--- src/pkg/ldm_regs.vh ---
`ifndef LDM_REGS_VH
`define LDM_REGS_VH

// ----------------------------------------------------------------
// Register map
// ----------------------------------------------------------------
`define LDM_ADDR_CTRL        4'h0
`define LDM_ADDR_GKPER_LO    4'h1
`define LDM_ADDR_GKPER_HI    4'h2
`define LDM_ADDR_RTSTAT      4'h3
`define LDM_ADDR_RAWSTAT     4'h4

// ----------------------------------------------------------------
// Control register fields
// ----------------------------------------------------------------
`define LDM_CTRL_MUXEN_BIT   7
`define LDM_CTRL_POL_BIT     6
`define LDM_CTRL_CLKSRC_BIT  4
`define LDM_CTRL_DBT_MSB     3
`define LDM_CTRL_DBT_LSB     0

// ----------------------------------------------------------------
// Reset values
// ----------------------------------------------------------------
`define LDM_CTRL_RESET       8'h18
`define LDM_GKPER_RESET      8'h00
`define LDM_DBT_RESET        4'h8

// ----------------------------------------------------------------
// Timing
// ----------------------------------------------------------------
`define LDM_CLK_KHZ          50000
`define LDM_SEL_TICK_KHZ     64
`define LDM_TICK_NS          (1000000 / `LDM_SEL_TICK_KHZ)
`define LDM_SEL_WIDTH_NS     31250
`define LDM_BLANK_NS         15625
`define LDM_SEL_WIDTH_TICKS  (`LDM_SEL_WIDTH_NS / `LDM_TICK_NS)
`define LDM_BLANK_TICKS      (`LDM_BLANK_NS / `LDM_TICK_NS)
`define LDM_SEL_PERIOD_TICKS 13
`define LDM_FRAMES_PER_MS    8
`define LDM_GK_MAX           6

`endif

--- src/core/ldm_loop_filter.v ---
`timescale 1ns/1ps
`include "ldm_regs.vh"

module ldm_loop_filter (
	// Clock and reset
	input  wire       clk,
	input  wire       resetn,
	// Timing strobes
	input  wire       frameTick,
	input  wire       msTick,
	// Data and setting
	input  wire       din,
	input  wire [3:0] dbTime,
	output reg        dout_q
);

	reg       sample_q;
	reg [3:0] count_q;

	// ------------------------------------------------------------
	// Change-reset counter
	// ------------------------------------------------------------
	// counters cleared
	always @(posedge clk or negedge resetn) begin
		if (!resetn) begin
			sample_q <= 1'b0;
			count_q  <= 4'h0;
			dout_q   <= 1'b0;
		end else if (frameTick) begin
			sample_q <= din;
			if (din != sample_q) begin
				count_q <= 4'h0;
			end else begin
				if (msTick && count_q != 4'hF) begin
					count_q <= count_q + 4'h1;
				end
				if (count_q >= dbTime) begin
					dout_q <= sample_q;
				end
			end
		end
	end

endmodule

--- src/core/ldm_gnd_filter.v ---
`timescale 1ns/1ps
`include "ldm_regs.vh"

module ldm_gnd_filter (
	// Clock and reset
	input  wire       clk,
	input  wire       resetn,
	// Timing strobes
	input  wire       frameTick,
	input  wire       msTick,
	// Data and setting
	input  wire       din,
	input  wire [3:0] period,
	output reg        dout_q
);

	reg [3:0] tmr_q;
	reg [2:0] level_q;

	localparam integer GK_MAX = `LDM_GK_MAX;

	// ------------------------------------------------------------
	// Sampling timer and seven-state counter (0 to 6)
	// ------------------------------------------------------------
	// counters cleared
	always @(posedge clk or negedge resetn) begin
		if (!resetn) begin
			tmr_q   <= 4'h0;
			level_q <= 3'h0;
			dout_q  <= 1'b0;
		end else if (period == 4'h0) begin
			tmr_q <= 4'h0;
			if (frameTick) begin
				dout_q <= din;
			end
		end else if (msTick) begin
			if (tmr_q + 4'h1 >= period) begin
				tmr_q <= 4'h0;
				if (din && level_q != GK_MAX[2:0]) begin
					level_q <= level_q + 3'h1;
				end else if (!din && level_q != 3'h0) begin
					level_q <= level_q - 3'h1;
				end
				if (din && level_q >= GK_MAX[2:0] - 3'h1) begin
					dout_q <= 1'b1;
				end else if (!din && level_q <= 3'h1) begin
					dout_q <= 1'b0;
				end
			end else begin
				tmr_q <= tmr_q + 4'h1;
			end
		end
	end

endmodule

--- src/core/ldm_top.v ---
// Operation
// - Split detector into loop and ground bits
// - Mux active needs enable and clock-source
// - Select pulse 31.25 us every 13/64 kHz
// - Pin released when mux enable clear
// - Polarity bit sets pulse active level
// - One pulse feeds all channels, times latches
// - Pulse off: loop open, ground holds
// - Pulse on: loop holds, ground open
// - Ignore detector 15.625 us after edges
// - Two filters; ground input selects by mode
// - Shared loop time, own counters
// - Loop filter resets on change, ms count
// - Each channel own ground period
// - Seven-state counter (0 to 6), 1-15 ms period
// - Count up high, down low
// - Set at six, clear at zero
// - Period zero bypasses ground filter
// - No frame sync, no status update
// - Loop debounce resets to 8 ms
// - Reset: mux off, pin released, high-going
`timescale 1ns/1ps
`include "ldm_regs.vh"

module ldm_top #(
	parameter CHANNELS = 4
) (
	// Clock and reset
	input  wire                clk,
	input  wire                resetn,
	// Register port
	input  wire [3:0]          addr,
	input  wire [7:0]          wrData,
	input  wire                wrStrobe,
	input  wire                rdStrobe,
	output reg  [7:0]          rdData_q,
	// Frame sync pin
	input  wire                frameSync,
	// Detector pins from line circuits
	input  wire [CHANNELS-1:0] lineDetectorOutput,
	input  wire [CHANNELS-1:0] secondDetectInput,
	// Shared clock/select pin
	input  wire                sharedClockSelectPinIn,
	output reg                 sharedClockSelectPinOut_q,
	output reg                 sharedClockSelectPinOe_q,
	// Debounced status
	output wire [CHANNELS-1:0] realtimeLoopStatus,
	output wire [CHANNELS-1:0] realtimeGroundStatus
);

	// ------------------------------------------------------------
	// Declarations
	// ------------------------------------------------------------
	localparam integer ACC_MOD  = `LDM_CLK_KHZ;
	localparam integer ACC_STEP = `LDM_SEL_TICK_KHZ;
	localparam integer PH_LAST  = `LDM_SEL_PERIOD_TICKS - 1;
	localparam integer PH_WIDTH = `LDM_SEL_WIDTH_TICKS;
	localparam integer PH_BLANK = `LDM_BLANK_TICKS;
	localparam integer FR_LAST  = `LDM_FRAMES_PER_MS - 1;

	reg  [7:0]          ctrl_q;
	reg  [7:0]          gkPerLo_q;
	reg  [7:0]          gkPerHi_q;
	reg  [15:0]         acc_q;
	reg                 tick_q;
	reg  [3:0]          phase_q;
	reg  [2:0]          fsSync_q;
	reg  [2:0]          frameCnt_q;
	reg                 frameTick_q;
	reg                 msTick_q;
	reg  [CHANNELS-1:0] detMeta_q;
	reg  [CHANNELS-1:0] detSync_q;
	reg  [CHANNELS-1:0] secMeta_q;
	reg  [CHANNELS-1:0] secSync_q;
	reg  [CHANNELS-1:0] loopLatch_q;
	reg  [CHANNELS-1:0] groundLatch_q;
	reg  [7:0]          rdData_d;
	wire [16:0]         accSum;
	wire                muxEnableBit;
	wire                masterClockSourceBit;
	wire                selectPulsePolarity;
	wire [3:0]          loopDebounceTime;
	wire                muxActive;
	wire                detectorSelectPulse;
	wire                blanked;
	wire                loopLatchOpen;
	wire                groundLatchOpen;
	wire [15:0]         groundPeriods;

	// Field extraction from the ground-period word
	function [3:0] ldmNibble;
		input [15:0] word;
		input integer idx;
		begin
			ldmNibble = word[idx*4 +: 4];
		end
	endfunction

	// ------------------------------------------------------------
	// Control fields
	// ------------------------------------------------------------
	assign muxEnableBit         = ctrl_q[`LDM_CTRL_MUXEN_BIT];
	assign masterClockSourceBit = ctrl_q[`LDM_CTRL_CLKSRC_BIT];
	assign selectPulsePolarity  = ctrl_q[`LDM_CTRL_POL_BIT];
	assign loopDebounceTime = ctrl_q[`LDM_CTRL_DBT_MSB:`LDM_CTRL_DBT_LSB];
	assign groundPeriods    = {gkPerHi_q, gkPerLo_q};

	assign muxActive = muxEnableBit & masterClockSourceBit;

	// ------------------------------------------------------------
	// Register writes
	// ------------------------------------------------------------
	// debounce reset value
	always @(posedge clk or negedge resetn) begin
		if (!resetn) begin
			ctrl_q    <= `LDM_CTRL_RESET;
			gkPerLo_q <= `LDM_GKPER_RESET;
			gkPerHi_q <= `LDM_GKPER_RESET;
		end else if (wrStrobe) begin
			case (addr)
				`LDM_ADDR_CTRL: begin
					ctrl_q <= wrData;
				end
				`LDM_ADDR_GKPER_LO: begin
					gkPerLo_q <= wrData;
				end
				`LDM_ADDR_GKPER_HI: begin
					gkPerHi_q <= wrData;
				end
				default: begin
					ctrl_q <= ctrl_q;
				end
			endcase
		end
	end

	// ------------------------------------------------------------
	// Register reads
	// ------------------------------------------------------------
	// Read mux, unmapped reads zero
	always @* begin
		rdData_d = 8'h00;
		case (addr)
			`LDM_ADDR_CTRL: begin
				rdData_d = ctrl_q;
			end
			`LDM_ADDR_GKPER_LO: begin
				rdData_d = gkPerLo_q;
			end
			`LDM_ADDR_GKPER_HI: begin
				rdData_d = gkPerHi_q;
			end
			`LDM_ADDR_RTSTAT: begin
				rdData_d[3:0] = realtimeLoopStatus;
				rdData_d[7:4] = realtimeGroundStatus;
			end
			`LDM_ADDR_RAWSTAT: begin
				rdData_d[3:0] = loopLatch_q;
				rdData_d[7:4] = groundLatch_q;
			end
			default: begin
				rdData_d = 8'h00;
			end
		endcase
	end

	// Read data valid one cycle after strobe
	always @(posedge clk or negedge resetn) begin
		if (!resetn) begin
			rdData_q <= 8'h00;
		end else begin
			rdData_q <= rdStrobe ? rdData_d : 8'h00;
		end
	end

	// ------------------------------------------------------------
	// 64 kHz tick
	// ------------------------------------------------------------
	assign accSum = {1'b0, acc_q} + {1'b0, ACC_STEP[15:0]};

	// Fractional divider, exact on average
	always @(posedge clk or negedge resetn) begin
		if (!resetn) begin
			acc_q  <= 16'h0000;
			tick_q <= 1'b0;
		end else if (accSum >= {1'b0, ACC_MOD[15:0]}) begin
			acc_q  <= accSum[15:0] - ACC_MOD[15:0];
			tick_q <= 1'b1;
		end else begin
			acc_q  <= accSum[15:0];
			tick_q <= 1'b0;
		end
	end

	// ------------------------------------------------------------
	// Select pulse sequencer
	// ------------------------------------------------------------
	// thirteen-tick period
	always @(posedge clk or negedge resetn) begin
		if (!resetn) begin
			phase_q <= 4'h0;
		end else if (!muxActive) begin
			phase_q <= PH_LAST[3:0];
		end else if (tick_q) begin
			if (phase_q == PH_LAST[3:0]) begin
				phase_q <= 4'h0;
			end else begin
				phase_q <= phase_q + 4'h1;
			end
		end
	end

	assign detectorSelectPulse = muxActive && (phase_q < PH_WIDTH[3:0]);

	assign blanked = muxActive && ((phase_q < PH_BLANK[3:0]) ||
		((phase_q >= PH_WIDTH[3:0]) &&
		(phase_q < PH_WIDTH[3:0] + PH_BLANK[3:0])));

	assign loopLatchOpen   = !detectorSelectPulse && !blanked;
	assign groundLatchOpen = detectorSelectPulse && !blanked;

	always @(posedge clk or negedge resetn) begin
		if (!resetn) begin
			sharedClockSelectPinOut_q <= 1'b0;
			sharedClockSelectPinOe_q  <= 1'b0;
		end else begin
			sharedClockSelectPinOut_q <=
				detectorSelectPulse ^ selectPulsePolarity;
			sharedClockSelectPinOe_q  <= muxActive;
		end
	end

	// ------------------------------------------------------------
	// Frame sync and millisecond strobe
	// ------------------------------------------------------------
	// Two-stage sync plus edge stage
	always @(posedge clk or negedge resetn) begin
		if (!resetn) begin
			fsSync_q <= 3'h0;
		end else begin
			fsSync_q <= {fsSync_q[1:0], frameSync};
		end
	end

	always @(posedge clk or negedge resetn) begin
		if (!resetn) begin
			frameCnt_q  <= 3'h0;
			frameTick_q <= 1'b0;
			msTick_q    <= 1'b0;
		end else if (fsSync_q[1] && !fsSync_q[2]) begin
			frameTick_q <= 1'b1;
			msTick_q    <= (frameCnt_q == FR_LAST[2:0]);
			if (frameCnt_q == FR_LAST[2:0]) begin
				frameCnt_q <= 3'h0;
			end else begin
				frameCnt_q <= frameCnt_q + 3'h1;
			end
		end else begin
			frameTick_q <= 1'b0;
			msTick_q    <= 1'b0;
		end
	end

	// ------------------------------------------------------------
	// Detector input synchronisers
	// ------------------------------------------------------------
	always @(posedge clk or negedge resetn) begin
		if (!resetn) begin
			detMeta_q <= {CHANNELS{1'b0}};
			detSync_q <= {CHANNELS{1'b0}};
			secMeta_q <= {CHANNELS{1'b0}};
			secSync_q <= {CHANNELS{1'b0}};
		end else begin
			detMeta_q <= lineDetectorOutput;
			detSync_q <= detMeta_q;
			secMeta_q <= secondDetectInput;
			secSync_q <= secMeta_q;
		end
	end

	// ------------------------------------------------------------
	// Per-channel demux latches and filters
	// ------------------------------------------------------------
	// pulse-timed demux latches
	always @(posedge clk or negedge resetn) begin
		if (!resetn) begin
			loopLatch_q   <= {CHANNELS{1'b0}};
			groundLatch_q <= {CHANNELS{1'b0}};
		end else begin
			if (loopLatchOpen) begin
				loopLatch_q <= detSync_q;
			end
			if (groundLatchOpen) begin
				groundLatch_q <= detSync_q;
			end
		end
	end

	genvar ch;
	generate
		for (ch = 0; ch < CHANNELS; ch = ch + 1) begin : gChan
			wire groundIn;
			assign groundIn = muxActive ? groundLatch_q[ch]
				: secSync_q[ch];

			ldm_loop_filter uLoop (
				.clk       (clk),
				.resetn    (resetn),
				.frameTick (frameTick_q),
				.msTick    (msTick_q),
				.din       (loopLatch_q[ch]),
				.dbTime    (loopDebounceTime),
				.dout_q    (realtimeLoopStatus[ch])
			);

			ldm_gnd_filter uGnd (
				.clk       (clk),
				.resetn    (resetn),
				.frameTick (frameTick_q),
				.msTick    (msTick_q),
				.din       (groundIn),
				.period    (ldmNibble(groundPeriods, ch)),
				.dout_q    (realtimeGroundStatus[ch])
			);
		end
	endgenerate

endmodule

--- config.mk ---
export PLATFORM = sky130hd
export DESIGN_NAME = ldm_top
export DESIGN_NICKNAME = d
export VERILOG_FILES = /design/src/core/ldm_loop_filter.v /design/src/core/ldm_gnd_filter.v /design/src/core/ldm_top.v
export VERILOG_INCLUDE_DIRS = /design/src /design/src/pkg
export SDC_FILE = /design/constraint.sdc
export NUM_CORES = 1
export LEC_CHECK = 0
export BUFFER_PORTS_ARGS = -buffer_cell sky130_fd_sc_hd__buf_4
export CORE_UTILIZATION = 50
export DETAILED_ROUTE_END_ITERATION = 7
export PLACE_DENSITY = 0.64
export SYNTH_ARGS = -nofsm -noshare
export SYNTH_HDL_FRONTEND = slang
export SYNTH_SLANG_ARGS = --single-unit
--- constraint.sdc ---
create_clock -name clk -period 3.6 [get_ports clk]
set_input_delay 0.36 -clock clk [delete_from_list [all_inputs] [get_ports clk]]
set_output_delay 0.36 -clock clk [all_outputs]
set_load 0.02 [all_outputs]
# [After elaboration in Yosys (flattened, before gate mapping)]
# Index checks and enable logic that the tools add are counted.
[op_classes] n_reduce_logical=82 bitwise=10 n_eq_ne=23 n_mux=66 addsub=20 magnitude_cmp=21
[ops] cell="$mux 4" count=23
[ops] cell="$pmux 8 s5" count=1
[ops] cell="$add 4x1->4 const B" count=9
[ops] cell="$ge 4x4->1" count=8
[ops] cell="$reduce_and 4->1" count=8
[ops] cell="$reduce_bool 2->1" count=16
[ops] cell="$mux 1" count=31
[ops] cell="$mux 3" count=9
[ops] cell="$logic_and 1x1->1" count=26
[ops] cell="$reduce_bool 3->1" count=8
[ops] cell="$logic_not 4->1" count=5
[ops] cell="$add 16x7->17 const B" count=1
[ops] cell="$ge 17x16->1 const B" count=1
[ops] cell="$mux 16" count=1
[ops] cell="$ne 4x4->1 const B" count=4
[ops] cell="$sub 16x16->16 const B" count=1
[ops] cell="$add 3x1->3 const B" count=5
[ops] cell="$reduce_and 2->1" count=7
[ops] cell="$ge 3x3->1 const B" count=4
[ops] cell="$le 3x1->1 const B" count=4
[ops] cell="$ne 3x3->1 const B" count=4
[ops] cell="$reduce_and 3->1" count=4
[ops] cell="$sub 3x1->3 const B" count=4
[ops] cell="$ne 2x2->1 const B" count=5
[ops] cell="other kinds (15)" count=33
[word_totals] output_inout_bits=18 elab_cells=265 input_bits=26 register_bits=143

# [Depth between registers and ports, before layout]
[depth] depth_word=9 depth_mapped=10 ltp_nobuf=9

# [Modules after synthesis]
# From an unflattened synthesis, not the netlist that was laid out.
[unflattened] cells_unflattened=801 hier_area_um2=8249.2
[modules_own_cells] module="ldm_top" area_per_inst_um2=3719.8 cells_per_inst=301 seq_area_each_um2=2079.5 n_inst=1
[modules_own_cells] module="ldm_gnd_filter" area_per_inst_um2=691.9 cells_per_inst=78 seq_area_each_um2=200.2 n_inst=4
[modules_own_cells] module="ldm_loop_filter" area_per_inst_um2=440.4 cells_per_inst=47 seq_area_each_um2=150.1 n_inst=4

# [Worst setup path before layout]
# OpenSTA, ideal clock, no wires.
[synth_timing] path_kind="register to register" from="reg acc_q[6]" to="reg acc_q[9]" required_ns=3.474 path_slack_ns=1.446 setup_ns=0.126 arrival_ns=2.028 stages_incl_launch_ff=10 cell_sequence="dfrtp_1 -> ha_1 -> and3_1 -> buf_2 -> nor4_2 -> o221ai_1 -> a22o_4 -> buf_12 -> nor2b_4 -> xnor2_2"
[synth_via] elab_chain_len=3
[synth_rtl] item="from (decl)" line_no="ldm_top.v:64" rtl="reg [15:0] acc_q;"
[synth_rtl] item="from (signal assigned)" line_no="ldm_top.v:187" rtl="acc_q <= accSum[15:0] - ACC_MOD[15:0];"
[synth_rtl] item="from (signal assigned)" line_no="ldm_top.v:190" rtl="acc_q <= accSum[15:0];"
[synth_rtl] item="$add 16x7->17 *" line_no="ldm_top.v:179" rtl="assign accSum = {1'b0, acc_q} + {1'b0, ACC_STEP[15:0]};"
[synth_rtl] item="$sub 16x16->16 or $ge 17x16->1 (tied branches)" line_no="ldm_top.v:187, ldm_top.v:186"
[synth_rtl] item="$mux 16 *" line_no="ldm_top.v:186" rtl="end else if (accSum >= {1'b0, ACC_MOD[15:0]}) begin"
# Mark *: on every way between the ends. The rest lies on a longest branch, timed or not.
# A chain may end at the register's enable or synchronous reset.

# [Final worst setup path]
[layout_timing] from="reg acc_q[6]" to="reg acc_q[11]"
# The elaborated chain is that of the path after synthesis.

==> metrics.md <==
| Metric | Value |
|---|---|
| Clock Sinks | 139 |
| Synth top area share | 0.430 |
| Final Hold Fails | 0 |
| Crit. End Element | register |
| Crit path max fanout | 12 |
| Worst VDD drop | 376 uV |
| Distinct cells, synth | 66 |
| Post-synth EDFFs | 0 |
| Vert. Die Dim | 128 um |
| Syn_nets | 852 |
| I/O pins | 44 |
| Area Overhead vs Synth | 13.1% |
| PortBufs | 42 |
| Number of max-cap violations | 0 |
| Bufs on Longest Clock Path | 2 |
| Area occupied by multi-input gates | 0.00417 mm2 |
| Sequential group share of total power | 0.414 |
| Worst setup startpoint | acc_q[6]$_DFF_PN0_ |
| DRC viols | 0 |
| Synth Warn # | 0 |
| Post-synth ARST share | 1.00 |
| First-pass iteration count of the detailed router | 6 |
| Final setup violation count | 0 |
| Worst Hold Class | input pin to register |
| Post-CTS Setup Bufs | 0 |
| Dpl cells | 990 |
| Vias/cell | 5.63 |
| Leakage | 0.00412 uW |
| Worst EP arrival | 2.85 ns |
| Sw Share | 0.310 |
| #FFs+latches synth | 139 |
| Share of layout cells above drive strength 1 | 0.197 |
| Synth Area per Inst | 10.5 um2 |
| Antenna cells | 0 |
| Total GRT Usage | 0.223 |
| Worst Path Required | 3.91 ns |
| Crit start category | register |
| CTS Hold Bufs | 0 |
| Grt ovf | 0 |
| Root buf cell | clkbuf_16 |
| Top post-synthesis cells by area | dfrtp_1 43%, ha_1 11%, mux2_2 7.2%, nand2_1 3.8%, xnor2_1 3.0% |
| Antenna Nets Post-Route | 0 |
| RSZ-0062 raised after global routing | false |
| Net Sw Power | 1470 uW |
| Hpwl dp | 11,900 um |
| Vias in the first global route | 5,793 |
| Synth Instances | 756 |
| Wire length of the first global-routing pass | 28,200 um |
| Clk pwr share | 0.370 |
| Reg2reg end | acc_q[11]$_DFF_PN0_ |
| Core area | 0.0154 mm2 |
| FP Rows | 45 |
| Drt wl/cell | 16.2 um |
| DRT iter0 DRCs | 409 |
| CTS tree | done |
| Fillers | 1,302 |
| Max Clock Skew | 0.00676 ns |
| Crit path kind | register to register |
| Worst R2R Start | acc_q[6]$_DFF_PN0_ |
| Logic pwr share | 0.216 |
| Sequential fraction of the synthesis area | 0.436 |
| Setup crit end | acc_q[11]$_DFF_PN0_ |
| Pin count of the biggest net entering global routing | 102 |
| Status | finished, final reports clean |
| Aggregate routed wire length | 16,500 um |
| Max Fclk | 0.395 GHz |
| Reg area | 0.00348 mm2 |
| R2R Setup Slk | 1.07 ns |
| H-tree Lvls | 4 |
| Fin cells | 1,022 |
| Crit path time final | 2.53 ns |
| Initial antenna violation count | 0 |
| Worst slew pin tran | 1.11 ns |
| Worst-Skew Late Latency | 0.44 ns |
| Num CTS Buffers | 17 |
| Reg2Reg Depth | 8 |
| Syn Std Cell Area | 0.00798 mm2 |
| Power per cell area | 526 mW/mm2 |
| Ys flop type | dfrtp_1 |
| Clk pin slew, worst setup/hold paths | 0.06 ns |
| # resized after CTS | 0 |
| Die area | 0.0165 mm2 |
| Starting Density | 0.519 |
| Cell taking the most area after synthesis | dfrtp_1 |
| Routability cong. | 0.824 |
| Fin nets | 894 |
| Die X | 128 um |
| Final Max Tran Viols | 0 |
| Setup tns final | 0 ns |
| Period utilization | 0.704 |
| Internal Power | 3270 uW |
| Slew headroom | 0.263 |
| Routed via count | 5,751 |
how the worst min path moves through the flow:
stage,from,end,slack [ns],cells past startpoint
2_1_floorplan,resetn,acc_q[10]$_DFF_PN0_,0.06,0
3_3_place_gp,secMeta_q[1]$_DFF_PN0_,secSync_q[1]$_DFF_PN0_,0.33,0
3_5_place_dp,fsSync_q[0]$_DFF_PN0_,fsSync_q[1]$_DFF_PN0_,0.33,0
4_1_cts,lineDetectorOutput[1],detMeta_q[1]$_DFF_PN0_,0.01,1
5_1_grt,lineDetectorOutput[1],detMeta_q[1]$_DFF_PN0_,0.008,1
6_report,secondDetectInput[0],secMeta_q[0]$_DFF_PN0_,0.02,1
routing by layer:
| metal | wire, um | track usage | share of wire |
|---|---|---|---|
| met2 | 7870 | 0.356 | 0.48 |
| met1 | 7660 | 0.289 | 0.46 |
| met3 | 739 | 0.0497 | 0.045 |
| met5 | 0 | 0 | 0 |
| met4 | 266 | 0.0997 | 0.016 |
cells in the mapped netlist, types with 14 or more instances:
| cell type | number |
|---|---|
| a21o_1 | 23 |
| a21oi_1 | 43 |
| a22oi_1 | 16 |
| a31oi_1 | 17 |
| dfrtp_1 | 137 |
| ha_1 | 70 |
| inv_1 | 38 |
| mux2_2 | 51 |
| nand2_1 | 81 |
| nand3_1 | 17 |
| nor2_1 | 31 |
| o21ai_0 | 15 |
| xnor2_1 | 27 |
| xor2_1 | 14 |
kinds of logic (layout without fill, tap and decap cells):
family / count (synthesis) / after routing / synth area share
AO/OA/AOI/OAI: 168 / 168 / 0.144
XOR/XNOR: 43 / 43 / 0.0491
adder cells (fa/ha/maj): 70 / 70 / 0.110
buffers and inverters: 64 / 119 / 0.0403
flip-flops: 139 / 139 / 0.436
multiplexers: 56 / 56 / 0.0788
AND/OR/NAND/NOR: 216 / 216 / 0.141
placed cells by master (no fill, tap or decap), types with 17 or more instances in the layout:
cell type and count:
nor2_1 31, xnor2_1 27, a21oi_1 43, clkbuf_16 17, a21o_1 23, buf_4 48, inv_1 38, dfrtp_1 137
mux2_2 51, ha_1 70, nand3_1 17, a31oi_1 17, nand2_1 81
final cells by class:
class	instances	share of cell area
flip-flops and latches	139	0.386
inverters	38	0.0158
clock inverters	14	0.0175
clock buffers	18	0.0476
repair buffers	49	0.0412
well taps	211	0.0293
multi-input cells	553	0.463
per-stage QoR:
stage               utilization  power (uW)  setup WS, ns  instance area (um2)  hold WS [ns]
global placement          0.549        2950          1.17                 8430         0.332
finish                    0.587        4740          1.07                 9020        0.0246
detailed placement        0.549        3010          1.11                 8430         0.335
global route              0.587        5030         0.921                 9020       0.00786
floorplan                     -        2710          1.45                 7980        0.0644
CTS                       0.587        4780          1.09                 9020        0.0113
sequential cells by signal, summed over array words and instances, names as in the netlist, 8 cells and up:
name,flops
gkPerHi_q,8
ctrl_q,8
acc_q,12
gChan.uGnd.tmr_q,16
gChan.uLoop.count_q,16
gChan.uGnd.level_q,12
gkPerLo_q,8
rdData_q,8
worst max-delay path, stage by stage, from the launching register on:
cell and delay, ns:
dfrtp_1 0.53, ha_1 0.46, and3_1 0.35, nor4_2 0.08, o221ai_1 0.32, a22oi_2 0.17, nor4_1 0.28, nor3_2 0.09
xnor2_1 0.13
power groups by stage:
stage,clock (uW),combinational (uW),sequential (uW)
CTS,1790,1030,1960
floorplan,0,800,1910
finish,1760,1020,1960
global placement,0,973,1980
detailed placement,0,1030,1990
global route,1860,1180,1990
No activity file was read; power rests on OpenSTA's default activity.
